$ cat src/verilog/mei_defs.vh
`ifndef MEI_DEFS_VH
`define MEI_DEFS_VH

// register byte offsets
`define MEI_ADDR_ENCODER_MODE_CONFIG    12'h000
`define MEI_ADDR_ENC_CONST  12'h004
`define MEI_ADDR_X_ENC      12'h008
`define MEI_ADDR_ENC_LATCH  12'h00C
`define MEI_ADDR_XACT_LATCH 12'h010
`define MEI_ADDR_ENC_STATUS 12'h014
`define MEI_ADDR_AXIS_CTRL  12'h018
`define MEI_ADDR_STST_TIME  12'h01C
`define MEI_ADDR_AXIS_STAT  12'h020

// encoder mode configuration fields
`define MEI_F_SRC      0
`define MEI_F_POL_A    1
`define MEI_F_POL_B    2
`define MEI_F_CLR_CONT 3
`define MEI_F_CLR_ONCE 4
`define MEI_F_CLR_ENC  5
`define MEI_F_DECIMAL  6
`define MEI_F_QSC_EN   7
`define MEI_F_HYST_LO  8
`define MEI_F_HYST_HI  10
`define MEI_F_FILT_LO  11
`define MEI_F_FILT_HI  12
`define MEI_F_DIAG_INT 13
`define MEI_F_BLANK_LO 16
`define MEI_F_BLANK_HI 23
`define MEI_ENCODER_MODE_CONFIG_MASK 32'h00FF_3FFF

// reset values
`define MEI_RST_ENCODER_MODE_CONFIG   32'h0000_0000
`define MEI_RST_ENC_CONST 32'h0001_0000
`define MEI_RST_FREEWHEEL 2'h0
`define MEI_STST_DEFAULT  24'h10_0000

// freewheel option codes
`define MEI_FW_FREE  2'h1
`define MEI_FW_BRAKE 2'h2

// timing counts in clock cycles
`define MEI_BLANK_UNIT 32'h0000_4000
`define MEI_FILT_DIV0  15'h6018
`define MEI_FILT_DIV1  15'h300C
`define MEI_FILT_DIV2  15'h1806
`define MEI_FILT_DIV3  15'h0B36

// decimal fraction base
`define MEI_DEC_BASE 17'h0_2710

`endif

$ cat src/verilog/mei_encoder_if.v
// Function
// reset selects back-EMF decoder; source bit 1 enables quadrature inputs.
// back-EMF decoder runs only at standstill with freewheel option 1 or 2.
// host sets hold current to 0; decoding waits for actual scale zero.
// host sets chopper off time 0 so the bridge freewheels.
// quiescence keeps back-EMF decoding when source 0 and quiescence enable 1.
// decoding starts after blank field times 2^14 cycles of standstill.
// 3-bit threshold select picks comparator hysteresis 10 to 250 mV.
// standstill flag after programmable time, default 2^20 cycles.
// 2-bit filter select divides clock by 24600, 12300, 6150 or 2870.
// encoder counter writable for preset and readable at any time.
// each A/B transition adds or subtracts the encoder constant.
// constant is signed 16.16, or integer plus 0..9999 in decimal mode.
// host encodes negative decimal constants as 2^16-(int+1) and 10000-digits.
// valid index clears the counter or latches the motor position.
// continuous flag acts every index; single-shot acts once then clears.
// index latch resets to 0 and captures encoder count every index.
// index accepted only while A and B equal the polarity gate bits.
// index clears counter only with clear bit and an action flag set.
// index clears are recorded in status and drive the diagnostic pin.
// back-EMF decoder counts whole full steps scaled by the constant.
// A leading B counts up, B leading A counts down.
// decimal fraction carries above 9999 and borrows below 0.
//
// The APB slave port and the register offsets were left to the implementer.
`timescale 1ns/1ns
`default_nettype none
`include "mei_defs.vh"

module mei_encoder_if #(
  parameter [31:0] BLANK_UNIT   = `MEI_BLANK_UNIT,
  parameter [23:0] STST_DEFAULT = `MEI_STST_DEFAULT,
  parameter [14:0] FILT_DIV0    = `MEI_FILT_DIV0,
  parameter [14:0] FILT_DIV1    = `MEI_FILT_DIV1,
  parameter [14:0] FILT_DIV2    = `MEI_FILT_DIV2,
  parameter [14:0] FILT_DIV3    = `MEI_FILT_DIV3
) (
  // clock and reset
  input  wire        sys_clk,
  input  wire        rst,
  // apb slave
  input  wire        psel,
  input  wire        penable,
  input  wire        pwrite,
  input  wire [11:0] paddr,
  input  wire [31:0] pwdata,
  output reg  [31:0] prdata,
  output reg         pready,
  output reg         pslverr,
  // motor coil comparators and external encoder
  input  wire        bemf_cmp_a,
  input  wire        bemf_cmp_b,
  input  wire        enc_a,
  input  wire        enc_b,
  input  wire        enc_n,
  // motion and power state from the rest of the axis
  input  wire        motor_step,
  input  wire [31:0] x_actual,
  input  wire        cur_scale_zero,
  input  wire        quiescence_mode,
  // outputs
  output wire [2:0]  bemf_threshold_select,
  output reg         bemf_active,
  output reg         standstill,
  output reg         diagnostic_output_zero
);

  // configuration, counters and snapshots
  reg  [31:0] cfg_q;
  reg  [31:0] enc_const_q;
  reg  [31:0] x_enc_q;
  reg  [15:0] enc_frac_q;
  reg  [31:0] enc_latch_q;
  reg  [31:0] xact_latch_q;
  reg         clr_flag_q;
  reg  [1:0]  freewheel_q;
  reg  [23:0] stst_time_q;
  reg  [23:0] stst_cnt_q;
  reg  [31:0] blank_cnt_q;
  reg         n_q;
  reg  [31:0] rd_mux;
  // step pulses from the shared decoder
  wire        cnt_up;
  wire        cnt_dn;

  // address decode shared by read and write paths
  function reg_hit;
    input [11:0] a;
    begin
      case (a)
        `MEI_ADDR_ENCODER_MODE_CONFIG, `MEI_ADDR_ENC_CONST, `MEI_ADDR_X_ENC,
        `MEI_ADDR_ENC_LATCH, `MEI_ADDR_XACT_LATCH, `MEI_ADDR_ENC_STATUS,
        `MEI_ADDR_AXIS_CTRL, `MEI_ADDR_STST_TIME, `MEI_ADDR_AXIS_STAT:
                 reg_hit = 1'b1;
        default: reg_hit = 1'b0;
      endcase
    end
  endfunction

  // one encoder step on {integer, fraction}; decimal mode wraps the fraction at 10000
  function [47:0] step_pos;
    input [47:0] pos;
    input [31:0] k;
    input        dn;
    input        dec;
    reg   [16:0] f;
    reg   [31:0] i;
    reg   [31:0] ki;
    reg          cy;
    begin
      ki = {{16{k[31]}}, k[31:16]};
      f  = 17'h0_0000;
      i  = 32'h0000_0000;
      cy = 1'b0;
      // binary mode: one 48-bit add of the sign-extended constant
      if (!dec) begin
        step_pos = dn ? pos - {{16{k[31]}}, k} : pos + {{16{k[31]}}, k};
      end else begin
        // decimal mode: fraction and integer parts step separately
        if (dn) begin
          f  = {1'b0, pos[15:0]} - {1'b0, k[15:0]};
          cy = f[16];
          if (cy)
            f = f + `MEI_DEC_BASE;
          i = pos[47:16] - ki - {31'h0000_0000, cy};
        end else begin
          f  = {1'b0, pos[15:0]} + {1'b0, k[15:0]};
          cy = (f >= `MEI_DEC_BASE);
          if (cy)
            f = f - `MEI_DEC_BASE;
          i = pos[47:16] + ki + {31'h0000_0000, cy};
        end
        step_pos = {i, f[15:0]};
      end
    end
  endfunction

  // configuration fields
  wire        src_abn   = cfg_q[`MEI_F_SRC];
  wire        clr_cont  = cfg_q[`MEI_F_CLR_CONT];
  wire        clr_once  = cfg_q[`MEI_F_CLR_ONCE];
  wire        clr_enc   = cfg_q[`MEI_F_CLR_ENC];
  wire        dec_mode  = cfg_q[`MEI_F_DECIMAL];
  wire [7:0]  blank_fld = cfg_q[`MEI_F_BLANK_HI:`MEI_F_BLANK_LO];

  // comparator threshold goes straight out of the configuration flops
  // the analog comparator decodes the code; this block only holds it
  assign bemf_threshold_select = cfg_q[`MEI_F_HYST_HI:`MEI_F_HYST_LO];

  // apb handshake: one wait cycle, then pready for exactly one cycle
  wire acc_phase = psel & penable;
  wire wr_en     = acc_phase & pready & pwrite & reg_hit(paddr);

  // one strobe per writable register, all on the completing edge
  wire wr_cfg    = wr_en & (paddr == `MEI_ADDR_ENCODER_MODE_CONFIG);
  wire wr_const  = wr_en & (paddr == `MEI_ADDR_ENC_CONST);
  wire wr_xenc   = wr_en & (paddr == `MEI_ADDR_X_ENC);
  wire wr_status = wr_en & (paddr == `MEI_ADDR_ENC_STATUS);
  wire wr_ctrl   = wr_en & (paddr == `MEI_ADDR_AXIS_CTRL);
  wire wr_stst   = wr_en & (paddr == `MEI_ADDR_STST_TIME);

  // read multiplexer
  always @* begin
    case (paddr)
      `MEI_ADDR_ENCODER_MODE_CONFIG:    rd_mux = cfg_q;
      `MEI_ADDR_ENC_CONST:  rd_mux = enc_const_q;
      `MEI_ADDR_X_ENC:      rd_mux = x_enc_q;
      `MEI_ADDR_ENC_LATCH:  rd_mux = enc_latch_q;
      `MEI_ADDR_XACT_LATCH: rd_mux = xact_latch_q;
      `MEI_ADDR_ENC_STATUS: rd_mux = {31'h0000_0000, clr_flag_q};
      `MEI_ADDR_AXIS_CTRL:  rd_mux = {30'h0000_0000, freewheel_q};
      `MEI_ADDR_STST_TIME:  rd_mux = {8'h00, stst_time_q};
      `MEI_ADDR_AXIS_STAT:  rd_mux = {28'h000_0000, src_abn, cur_scale_zero,
                                      bemf_active, standstill};
      default:              rd_mux = 32'h0000_0000;
    endcase
  end

  // bus answer; unmapped addresses end with pslverr and read as zero
  // prdata keeps its last value between accesses, so it toggles less
  always @(posedge sys_clk or posedge rst) begin
    if (rst) begin
      pready  <= 1'b0;
      pslverr <= 1'b0;
      prdata  <= 32'h0000_0000;
    end else begin
      pready <= acc_phase & ~pready;
      if (acc_phase & ~pready) begin
        pslverr <= ~reg_hit(paddr);
        prdata  <= pwrite ? 32'h0000_0000 : rd_mux;
      end else begin
        pslverr <= 1'b0;
      end
    end
  end

  // quadrature or full-step decoder; external channels bypass the filter
  mei_quad_dec #(
    .FILT_DIV0   (FILT_DIV0),
    .FILT_DIV1   (FILT_DIV1),
    .FILT_DIV2   (FILT_DIV2),
    .FILT_DIV3   (FILT_DIV3)
  ) u_quad (
    .sys_clk     (sys_clk),
    .rst         (rst),
    .in_a        (src_abn ? enc_a : bemf_cmp_a),
    .in_b        (src_abn ? enc_b : bemf_cmp_b),
    .filt_bypass (src_abn),
    .filt_sel    (cfg_q[`MEI_F_FILT_HI:`MEI_F_FILT_LO]),
    .cnt_up      (cnt_up),
    .cnt_dn      (cnt_dn)
  );

  // index qualification against the polarity gate
  wire n_gate   = (enc_a == cfg_q[`MEI_F_POL_A]) & (enc_b == cfg_q[`MEI_F_POL_B]);

  // index acts on its rising edge only, so a held-high line fires once
  wire n_evt    = src_abn & enc_n & ~n_q & n_gate;

  // an action flag enables, the clear bit picks clear or snapshot; the count latch sees every event
  wire n_action = n_evt & (clr_cont | clr_once);
  wire n_clear  = n_action & clr_enc;
  wire n_latch  = n_action & ~clr_enc;

  // steps only count while the selected source is live
  wire count_en = src_abn | bemf_active;
  wire do_step  = count_en & (cnt_up | cnt_dn);

  // next position is formed every cycle and taken only on a step
  wire [47:0] next_pos = step_pos({x_enc_q, enc_frac_q}, enc_const_q, cnt_dn, dec_mode);

  // index line one cycle late; resets to its idle low level
  always @(posedge sys_clk or posedge rst) begin
    if (rst)
      n_q <= 1'b0;
    else
      n_q <= enc_n;
  end

  // configuration; the single-shot flag clears itself after acting
  // a configuration write wins over the self-clear in the same cycle
  always @(posedge sys_clk or posedge rst) begin
    if (rst) begin
      cfg_q       <= `MEI_RST_ENCODER_MODE_CONFIG;
      enc_const_q <= `MEI_RST_ENC_CONST;
      freewheel_q <= `MEI_RST_FREEWHEEL;
      stst_time_q <= STST_DEFAULT;
    end else begin
      if (wr_cfg)
        cfg_q <= pwdata & `MEI_ENCODER_MODE_CONFIG_MASK;
      else if (n_action & clr_once)
        cfg_q[`MEI_F_CLR_ONCE] <= 1'b0;
      if (wr_const)
        enc_const_q <= pwdata;
      if (wr_ctrl)
        freewheel_q <= pwdata[1:0];
      if (wr_stst)
        stst_time_q <= pwdata[23:0];
    end
  end

  // position counter: index clear beats a preset, a preset beats a step
  // a preset also drops the fraction, so the written value is exact
  always @(posedge sys_clk or posedge rst) begin
    if (rst) begin
      x_enc_q    <= 32'h0000_0000;
      enc_frac_q <= 16'h0000;
    end else if (n_clear) begin
      x_enc_q    <= 32'h0000_0000;
      enc_frac_q <= 16'h0000;
    end else if (wr_xenc) begin
      x_enc_q    <= pwdata;
      enc_frac_q <= 16'h0000;
    end else if (do_step) begin
      x_enc_q    <= next_pos[47:16];
      enc_frac_q <= next_pos[15:0];
    end
  end

  // index snapshots
  always @(posedge sys_clk or posedge rst) begin
    if (rst) begin
      enc_latch_q  <= 32'h0000_0000;
      xact_latch_q <= 32'h0000_0000;
    end else begin
      if (n_evt)
        enc_latch_q <= x_enc_q;
      if (n_latch)
        xact_latch_q <= x_actual;
    end
  end

  // clear event flag: a new event wins over a write-one-to-clear
  // the diagnostic pin follows the flag one cycle later
  always @(posedge sys_clk or posedge rst) begin
    if (rst) begin
      clr_flag_q             <= 1'b0;
      diagnostic_output_zero <= 1'b0;
    end else begin
      clr_flag_q <= n_clear | (clr_flag_q & ~(wr_status & pwdata[0]));
      diagnostic_output_zero <= cfg_q[`MEI_F_DIAG_INT] & clr_flag_q;
    end
  end

  // standstill: cycles since the last step reach the programmed time
  // the counter saturates, so a long idle axis never wraps to moving
  always @(posedge sys_clk or posedge rst) begin
    if (rst) begin
      stst_cnt_q <= 24'h00_0000;
      standstill <= 1'b0;
    end else if (motor_step) begin
      stst_cnt_q <= 24'h00_0000;
      standstill <= 1'b0;
    end else begin
      if (stst_cnt_q < stst_time_q)
        stst_cnt_q <= stst_cnt_q + 24'h00_0001;
      standstill <= (stst_cnt_q >= stst_time_q);
    end
  end

  // standstill back-EMF decoding needs a disabled bridge with no coil current left
  wire fw_ok = (freewheel_q == `MEI_FW_FREE) | (freewheel_q == `MEI_FW_BRAKE);
  wire stst_ok = standstill & fw_ok & cur_scale_zero;
  wire qsc_ok = quiescence_mode & cfg_q[`MEI_F_QSC_EN];
  wire bemf_allow = ~src_abn & (stst_ok | qsc_ok);

  // a zero blank field lets decoding start one cycle after allow
  wire [31:0] blank_target = {24'h00_0000, blank_fld} * BLANK_UNIT;

  // blanking lets residual coil current decay before it looks like motion
  always @(posedge sys_clk or posedge rst) begin
    if (rst) begin
      blank_cnt_q <= 32'h0000_0000;
      bemf_active <= 1'b0;
    end else if (!bemf_allow) begin
      blank_cnt_q <= 32'h0000_0000;
      bemf_active <= 1'b0;
    end else begin
      if (blank_cnt_q < blank_target)
        blank_cnt_q <= blank_cnt_q + 32'h0000_0001;
      bemf_active <= (blank_cnt_q >= blank_target);
    end
  end

endmodule

`default_nettype wire

$ cat src/verilog/mei_quad_dec.v
`timescale 1ns/1ns
`default_nettype none
`include "mei_defs.vh"

module mei_quad_dec #(
  parameter [14:0] FILT_DIV0 = `MEI_FILT_DIV0,
  parameter [14:0] FILT_DIV1 = `MEI_FILT_DIV1,
  parameter [14:0] FILT_DIV2 = `MEI_FILT_DIV2,
  parameter [14:0] FILT_DIV3 = `MEI_FILT_DIV3
) (
  // clock and reset
  input  wire       sys_clk,
  input  wire       rst,
  // raw channels
  input  wire       in_a,
  input  wire       in_b,
  input  wire       filt_bypass,
  input  wire [1:0] filt_sel,
  // decoded steps
  output reg        cnt_up,
  output reg        cnt_dn
);

  reg [14:0] div_q;
  reg [1:0]  samp_q;
  reg [1:0]  filt_q;
  reg [1:0]  prev_q;
  reg        byp_q;
  reg        byp2_q;

  // next quadrature state when a leads b: 00 -> 10 -> 11 -> 01 -> 00
  function [1:0] quad_next;
    input [1:0] ab;
    begin
      case (ab)
        2'h0:    quad_next = 2'h2;
        2'h2:    quad_next = 2'h3;
        2'h3:    quad_next = 2'h1;
        default: quad_next = 2'h0;
      endcase
    end
  endfunction

  function [14:0] div_pick;
    input [1:0] sel;
    begin
      case (sel)
        2'h0:    div_pick = FILT_DIV0;
        2'h1:    div_pick = FILT_DIV1;
        2'h2:    div_pick = FILT_DIV2;
        default: div_pick = FILT_DIV3;
      endcase
    end
  endfunction

  wire tick = (div_q >= div_pick(filt_sel) - 15'h0001);

  // sample every divider tick, accept a level only when two samples agree
  always @(posedge sys_clk or posedge rst) begin
    if (rst) begin
      div_q  <= 15'h0000;
      samp_q <= 2'h0;
      filt_q <= 2'h0;
    end else if (filt_bypass) begin
      div_q  <= 15'h0000;
      samp_q <= {in_a, in_b};
      filt_q <= {in_a, in_b};
    end else if (tick) begin
      div_q  <= 15'h0000;
      samp_q <= {in_a, in_b};
      if (samp_q == {in_a, in_b})
        filt_q <= samp_q;
    end else begin
      div_q <= div_q + 15'h0001;
    end
  end

  // a source switch holds counting off until prev_q has seen the new source
  wire src_same = (byp_q == filt_bypass) && (byp2_q == byp_q);

  // direction from phase order; a source switch reloads without counting
  always @(posedge sys_clk or posedge rst) begin
    if (rst) begin
      prev_q <= 2'h0;
      byp_q  <= 1'b0;
      byp2_q <= 1'b0;
      cnt_up <= 1'b0;
      cnt_dn <= 1'b0;
    end else begin
      prev_q <= filt_q;
      byp_q  <= filt_bypass;
      byp2_q <= byp_q;
      cnt_up <= src_same && (filt_q == quad_next(prev_q));
      cnt_dn <= src_same && (prev_q == quad_next(filt_q));
    end
  end

endmodule

`default_nettype wire

$ cat config.mk
export PLATFORM = sky130hd
export DESIGN_NAME = mei_encoder_if
export DESIGN_NICKNAME = d
export VERILOG_FILES = /design/src/verilog/mei_encoder_if.v /design/src/verilog/mei_quad_dec.v
export VERILOG_INCLUDE_DIRS = /design/src /design/src/verilog
export SDC_FILE = /design/constraint.sdc
export NUM_CORES = 1
export LEC_CHECK = 0
export CORE_AREA = 2 2 262 160
export DETAILED_ROUTE_END_ITERATION = 16
export DIE_AREA = 0 0 264 162
export DONT_BUFFER_PORTS = 1
export PLACE_DENSITY = 0.78
export REMOVE_ABC_BUFFERS = 1
export SYNTH_ARGS = -nofsm -noshare
export SYNTH_HDL_FRONTEND = slang
export SYNTH_SLANG_ARGS = --single-unit
$ cat constraint.sdc
create_clock -name sys_clk -period 24.4 [get_ports sys_clk]
set_clock_uncertainty 0.15 [all_clocks]
set_input_delay 2.44 -clock sys_clk [delete_from_list [all_inputs] [get_ports sys_clk]]
set_output_delay 2.44 -clock sys_clk [all_outputs]
set_load 0.02 [all_outputs]
# Word level (Yosys, flattened, before mapping)
# Index checks and enable logic that the tools add are counted.
[op_classes]
addsub = 14
order_cmp = 6
n_eq_ne = 24
muxes = 37
bitwise_logic = 39
n_reduce_logical = 14
[ops]
columns = ["op", "n"]
rows = [
  ["32-bit one-hot mux with 9 select lines", 1],
  ["32-bit two-way mux", 7],
  ["16-bit two-way mux", 6],
  ["48-bit two-way mux", 2],
  ["48-bit adder", 1],
  ["12-bit by 5-bit == test with 1-bit output, second input constant", 4],
  ["24-bit two-way mux", 2],
  ["48-bit subtractor", 1],
  ["15-bit one-hot mux with 3 select lines", 1],
  ["32-bit by 1-bit adder with 32-bit output", 1],
  ["32-bit by 1-bit adder with 32-bit output, second input constant", 1],
  ["32-bit adder", 1],
  ["32-bit by 22-bit >= comparator with 1-bit output", 1],
  ["32-bit by 22-bit < comparator with 1-bit output", 1],
  ["32-bit by 1-bit subtractor with 32-bit output", 1],
  ["32-bit subtractor", 1],
  ["15-bit two-way mux", 2],
  ["1-bit AND", 27],
  ["24-bit by 1-bit adder with 24-bit output, second input constant", 1],
  ["12-bit by 4-bit == test with 1-bit output, second input constant", 2],
  ["24-bit >= comparator", 1],
  ["24-bit < comparator", 1],
  ["16-bit by 16-bit adder with 17-bit output", 1],
  ["17-bit by 14-bit >= comparator with 1-bit output, second input constant", 1],
  ["other kinds (25)", 66],
]
[word_totals]
regBits = 312
word_cells = 161

# Logic depth before layout (Yosys ltp)
[depth]
depth_word = 9
depth_mapped = 24
ltp_nobuf = 24

# Cells and area by module
# Synthesis repeated with hierarchy kept, for this count alone.
[hier_totals]
cells_unflattened = 2837
area_unflattened_um2 = 24982.7
[by_module_without_submodules]
columns = ["module", "n_inst", "cells_per_inst", "area_each_um2"]
rows = [
  ["mei_encoder_if", 1, 2688, 23443.7],
  ["mei_quad_dec", 1, 149, 1539.0],
]

# Worst setup path before layout
# OpenSTA, ideal clock, no wires.
[synth_timing]
kind = "register to register"
start = "reg enc_const_q[3]"
end = "reg x_enc_q[30]"
arrival_ps = 5587
setup_slack_ps = 18534
path_stages_with_launch = 23
cell_sequence = "dfrtp_1 -> inv_1 -> ha_1 -> nor2b_1 -> o21ai_2 -> a31oi_1 -> or4_1 -> a32o_1 -> o311a_1 -> o21a_1 -> buf_6 -> fa_1 -> fa_1 -> or2_1 -> a221oi_2 -> a21boi_1 -> a221o_1 -> o32ai_1 -> a31oi_1 -> o41ai_2 -> xnor2_1 -> a221oi_1 -> a21oi_1"
[synth_between]
elab_chain_len = 8
[synth_lines]
columns = ["element", "line_no", "rtl"]
rows = [
  ["from (decl)", "mei_encoder_if.v:70", "reg [31:0] enc_const_q;"],
  ["from (signal assigned)", "mei_encoder_if.v:245", "enc_const_q <= `MEI_RST_ENC_CONST;"],
  ["from (signal assigned)", "mei_encoder_if.v:254", "enc_const_q <= pwdata;"],
  ["16-bit by 16-bit adder with 17-bit output", "mei_encoder_if.v:127", "f = {1'b0, pos[15:0]} + {1'b0, k[15:0]};"],
  ["17-bit by 14-bit >= comparator with 1-bit output (no source line)", "-", ""],
  ["32-bit by 1-bit adder with 32-bit output", "mei_encoder_if.v:131", "i = pos[47:16] + ki + {31'h0000_0000, cy};"],
  ["32-bit two-way mux", "mei_encoder_if.v:120", "if (dn) begin"],
  ["48-bit two-way mux (*)", "mei_encoder_if.v:116", "if (!dec) begin"],
  ["32-bit two-way mux (*)", "mei_encoder_if.v:274", "end else if (do_step) begin"],
  ["32-bit two-way mux (*)", "mei_encoder_if.v:271", "end else if (wr_xenc) begin"],
  ["32-bit two-way mux (*)", "mei_encoder_if.v:268", "end else if (n_clear) begin"],
  ["to (signal assigned)", "mei_encoder_if.v:272", "x_enc_q <= pwdata;"],
  ["to (signal assigned)", "mei_encoder_if.v:275", "x_enc_q <= next_pos[47:16];"],
  ["to (decl)", "mei_encoder_if.v:71", "reg [31:0] x_enc_q;"],
]
# Mark *: on every way between the ends. The rest lies on a longest branch, timed or not. The select of a mux whose other input is x is not followed.
# A chain may end at the register's enable or synchronous reset.

# Worst setup path after layout
[layout_timing]
start = "reg enc_const_q[6]"
end = "reg x_enc_q[28]"
# Same word-level chain as after synthesis.

==> out/results.ini <==
[critical_path]
regToRegStartpoint=enc_const_q[6]
crit_chain=inv_1 -> ha_1 -> o21ai_0 -> o21ba_2 -> a2111oi_0 -> o21bai_1 -> a21oi_2 -> inv_1 -> fa_1 -> inv_1 -> ha_1 -> nor2_1 -> fa_1 -> a21boi_1 -> o22ai_1 -> o21ai_1 -> a221oi_2 -> o41ai_2 -> a22oi_1 -> or3b_1 -> a21oi_1 -> nor3_1 -> o41ai_1
crit_required_ns=24.75
cp_max_fo=16
endpoint_kind=flip-flop
startpoint_type=flip-flop
crit_slowest_cell=a2111oi_0
slowest_delay_ns=0.84
crit_top_cell=inv_1
cp.arrival_ns=7.70
critical_path_class=flip-flop to flip-flop
crit_start=enc_const_q[6]

[floorplan]
die_w_um=264
rows=57
start_util_pct=62.7
io_pins=129
dieArea_mm2=0.0428
coreArea_mm2=0.0402
die_y_um=162

[routing]
route.met2.wl_um=33300
highest_layer=met5
dr.pass1.iters=7
drt-met1-wl_um=36700
route.met3.wl_um=11000
vias_per_cell=6.84
drtAntennaViolNets=0
drtIter0Drc=3149
vias=23200
wire_per_inst_um=24.8
routed_wl_um=84100
drc=0

[sta]
period_needed_ns=7.35
period_share_pct=30.1
setup_violations=0
max_freq_ghz=0.136
fin_setup_tns_ns=0
slew_violations=0
relSlewSlack_pct=11.4
worst_pin_slew_ns=1.31
rsz0062_at_grt=no
finalHoldViolations=0
fin_ws_ns=17.05

[layout]
finalNetCount=3156
drive_above_1_share_pct=10.1
fill_cells=3286
areaGrowthSynthToFinish_pct=6.35
insertedDiodeCount=0

[cts]
cts.clk_slew.worst_paths_ns=0.07
clock-sinks=312
cts_tree=yes
clockBufferDepth=3
post_cts_resized=0
clock_latency_ns=0.61
cts_made_buffers=30
cts_setup_buffers=0
cts_max_level=1
hold_buffers=0
root_buffer=clkbuf_16

[synthesis]
yosysSeqAreaShare_pct=31.0
synth_edf_count=0
syn_area_mm2=0.0252
yosys_warnings=0
synth-async-reset-ratio_pct=100
synth-simple-area-share_pct=16.4
synth_compound_area_share_pct=21.3
synthXorXnorAreaFrac_pct=7.42
synth_seq_cells=312
syn_inst=2895
synthMuxAreaShare_pct=7.04
synthAdderAreaFrac_pct=11.7
synth_flop_cell=dfrtp_1
synth_top_family_by_area=compound AO/OA/AOI/OAI gates
synth.distinct_cells=105
avgSynthCellArea_um2=8.71

[global_route]
grt_pass1_vias=22100
grt_pass1_wl_um=130000
overflow=0
grt_start_max_net_pins=177
track_usage_pct=39.0
antenna_found_initial=2

[power]
vdd_drop_max_v=0.0000629
power.leakage_nw=12.3
power_density_mw_per_mm2=40.5

[status]
status=completed

[worst_hold_path]
min-delay-start=u_quad.filt_q[1]
hold_path.class=flip-flop to flip-flop

[placed_design]
dp_worst_setup_slack_ns=17.12
port-buffer-count=0
dp_hpwl_um=63100
place.gp.congestion=1.07

[job]
maxCapViolations=0

[Yosys cell counts, drive strengths merged, types with 16 or more instances]
cell | n | area, um2
or3 | 28 | 180
nor2 | 215 | 807
xnor2 | 144 | 1260
a21o | 58 | 435
o21bai | 22 | 165
nor2b | 32 | 200
o31ai | 18 | 140
dfrtp | 310 | 7760
mux2 | 137 | 1540
nor3 | 73 | 398
xor2 | 67 | 587
nand2 | 237 | 890
mux2i | 22 | 233
and2 | 21 | 131
nand4 | 33 | 206
a21oi | 235 | 1200
clkbuf | 104 | 390
inv | 210 | 788
a222oi | 27 | 270
ha | 225 | 2820
nand3 | 70 | 350
a221oi | 23 | 214
or2 | 16 | 100
nand2b | 21 | 131
nor4 | 26 | 169
a31oi | 37 | 238
and3 | 28 | 175
o21ai | 156 | 785
buf | 22 | 110
a22o | 31 | 272
o211ai | 29 | 218
a211oi | 27 | 203
[report_power, final]
part | switching, W | internal (W) | total [W]
combinational | 0.0000197 | 0.00000919 | 0.0000289
sequential | 0.00000687 | 0.000521 | 0.000528
clock | 0.000223 | 0.000307 | 0.000529
total | 0.000249 | 0.000837 | 0.00109
[state kept, by name, summed over array words and instances (netlist names), 16 cells and up]
signal        flops
enc_latch_q      32
enc_frac_q       16
stst_cnt_q       24
x_enc_q          32
stst_time_q      24
enc_const_q      32
cfg_q            22
xact_latch_q     32
prdata           32
blank_cnt_q      32
[area by class of cell]
type,count,area [um2],area share [%]
Timing Repair Buffer,32,253,0.943
Inverter,211,800,2.98
Tap cell,531,664,2.48
Multi-Input combinational cell,2248,16200,60.4
Clock inverter,17,262,0.975
Clock buffer,38,832,3.10
Sequential cell,312,7820,29.1
[layout by cell type (no fill, tap or decap), drive strengths merged, types with 22 or more instances in the layout]
master,Yosys,routed
a31oi,37,37
o21bai,22,22
a21oi,235,235
inv,210,214
nor3,73,73
o21ai,156,156
a22o,31,31
a21o,58,58
xnor2,144,144
a221oi,23,23
nand3,70,70
and3,28,28
clkbuf,104,38
nor2b,32,32
a211oi,27,27
ha,225,225
nor4,26,26
mux2i,22,22
o211ai,29,29
buf,22,32
mux2,137,137
a222oi,27,27
xor2,67,67
dfrtp,310,310
nor2,215,215
or3,28,28
nand4,33,33
nand2,237,237
[layer usage]
metal  GRT usage [%]  up-vias
li1                -    10400
met4            12.8        2
met3            10.3      195
met2            54.5     1417
met1            58.2    11200
met5               0        -
[logic make-up after synthesis]
logic type | after synthesis
AOI/OAI and AO/OA | 796
xor gates and xnor gates | 212
adders and majority gates | 232
buffers and inverters | 337
DFF | 312
muxes | 159
other | 1
and+or+nand+nor | 846
[final timing paths]
check                              endpoint  cells past startpoint  slack (ns)
min in group asynchronous    blank_cnt_q[8]                      1        1.70
setup / recovery                x_enc_q[28]                     23       17.05
setup reg to reg                x_enc_q[28]                     23       17.05
hold reg to reg            u_quad.prev_q[1]                      0        0.27
hold / removal             u_quad.prev_q[1]                      0        0.27
max in group asynchronous     u_quad.cnt_dn                      2       20.68
[metrics by stage]
stage / hold WS, ns / power, W / area (um2) / utilization [%] / std cells
4_1_cts: 0.268 / 0.00109 / 26800 / 66.6 / 3389
3_3_place_gp: 0.228 / 0.000565 / 25700 / 63.9 / 3334
3_5_place_dp: 0.235 / 0.000567 / 25700 / 63.9 / 3334
2_1_floorplan: 0.218 / 0.000557 / 24700 / - / 2771
5_1_grt: 0.279 / 0.00111 / 26800 / 66.7 / 3389
6_report: 0.271 / 0.00109 / 26800 / 66.7 / 3389
[worst max-delay path, delay by kind of cell (launching register included)]
family,cells,cell delay (ns)
AOI/OAI and AO/OA,13,4.01
adders and majority gates,4,1.69
and+or+nand+nor,3,0.52
DFF,1,0.47
buffers and inverters,3,0.41
Note: power is estimated with default switching activity, not from simulation.
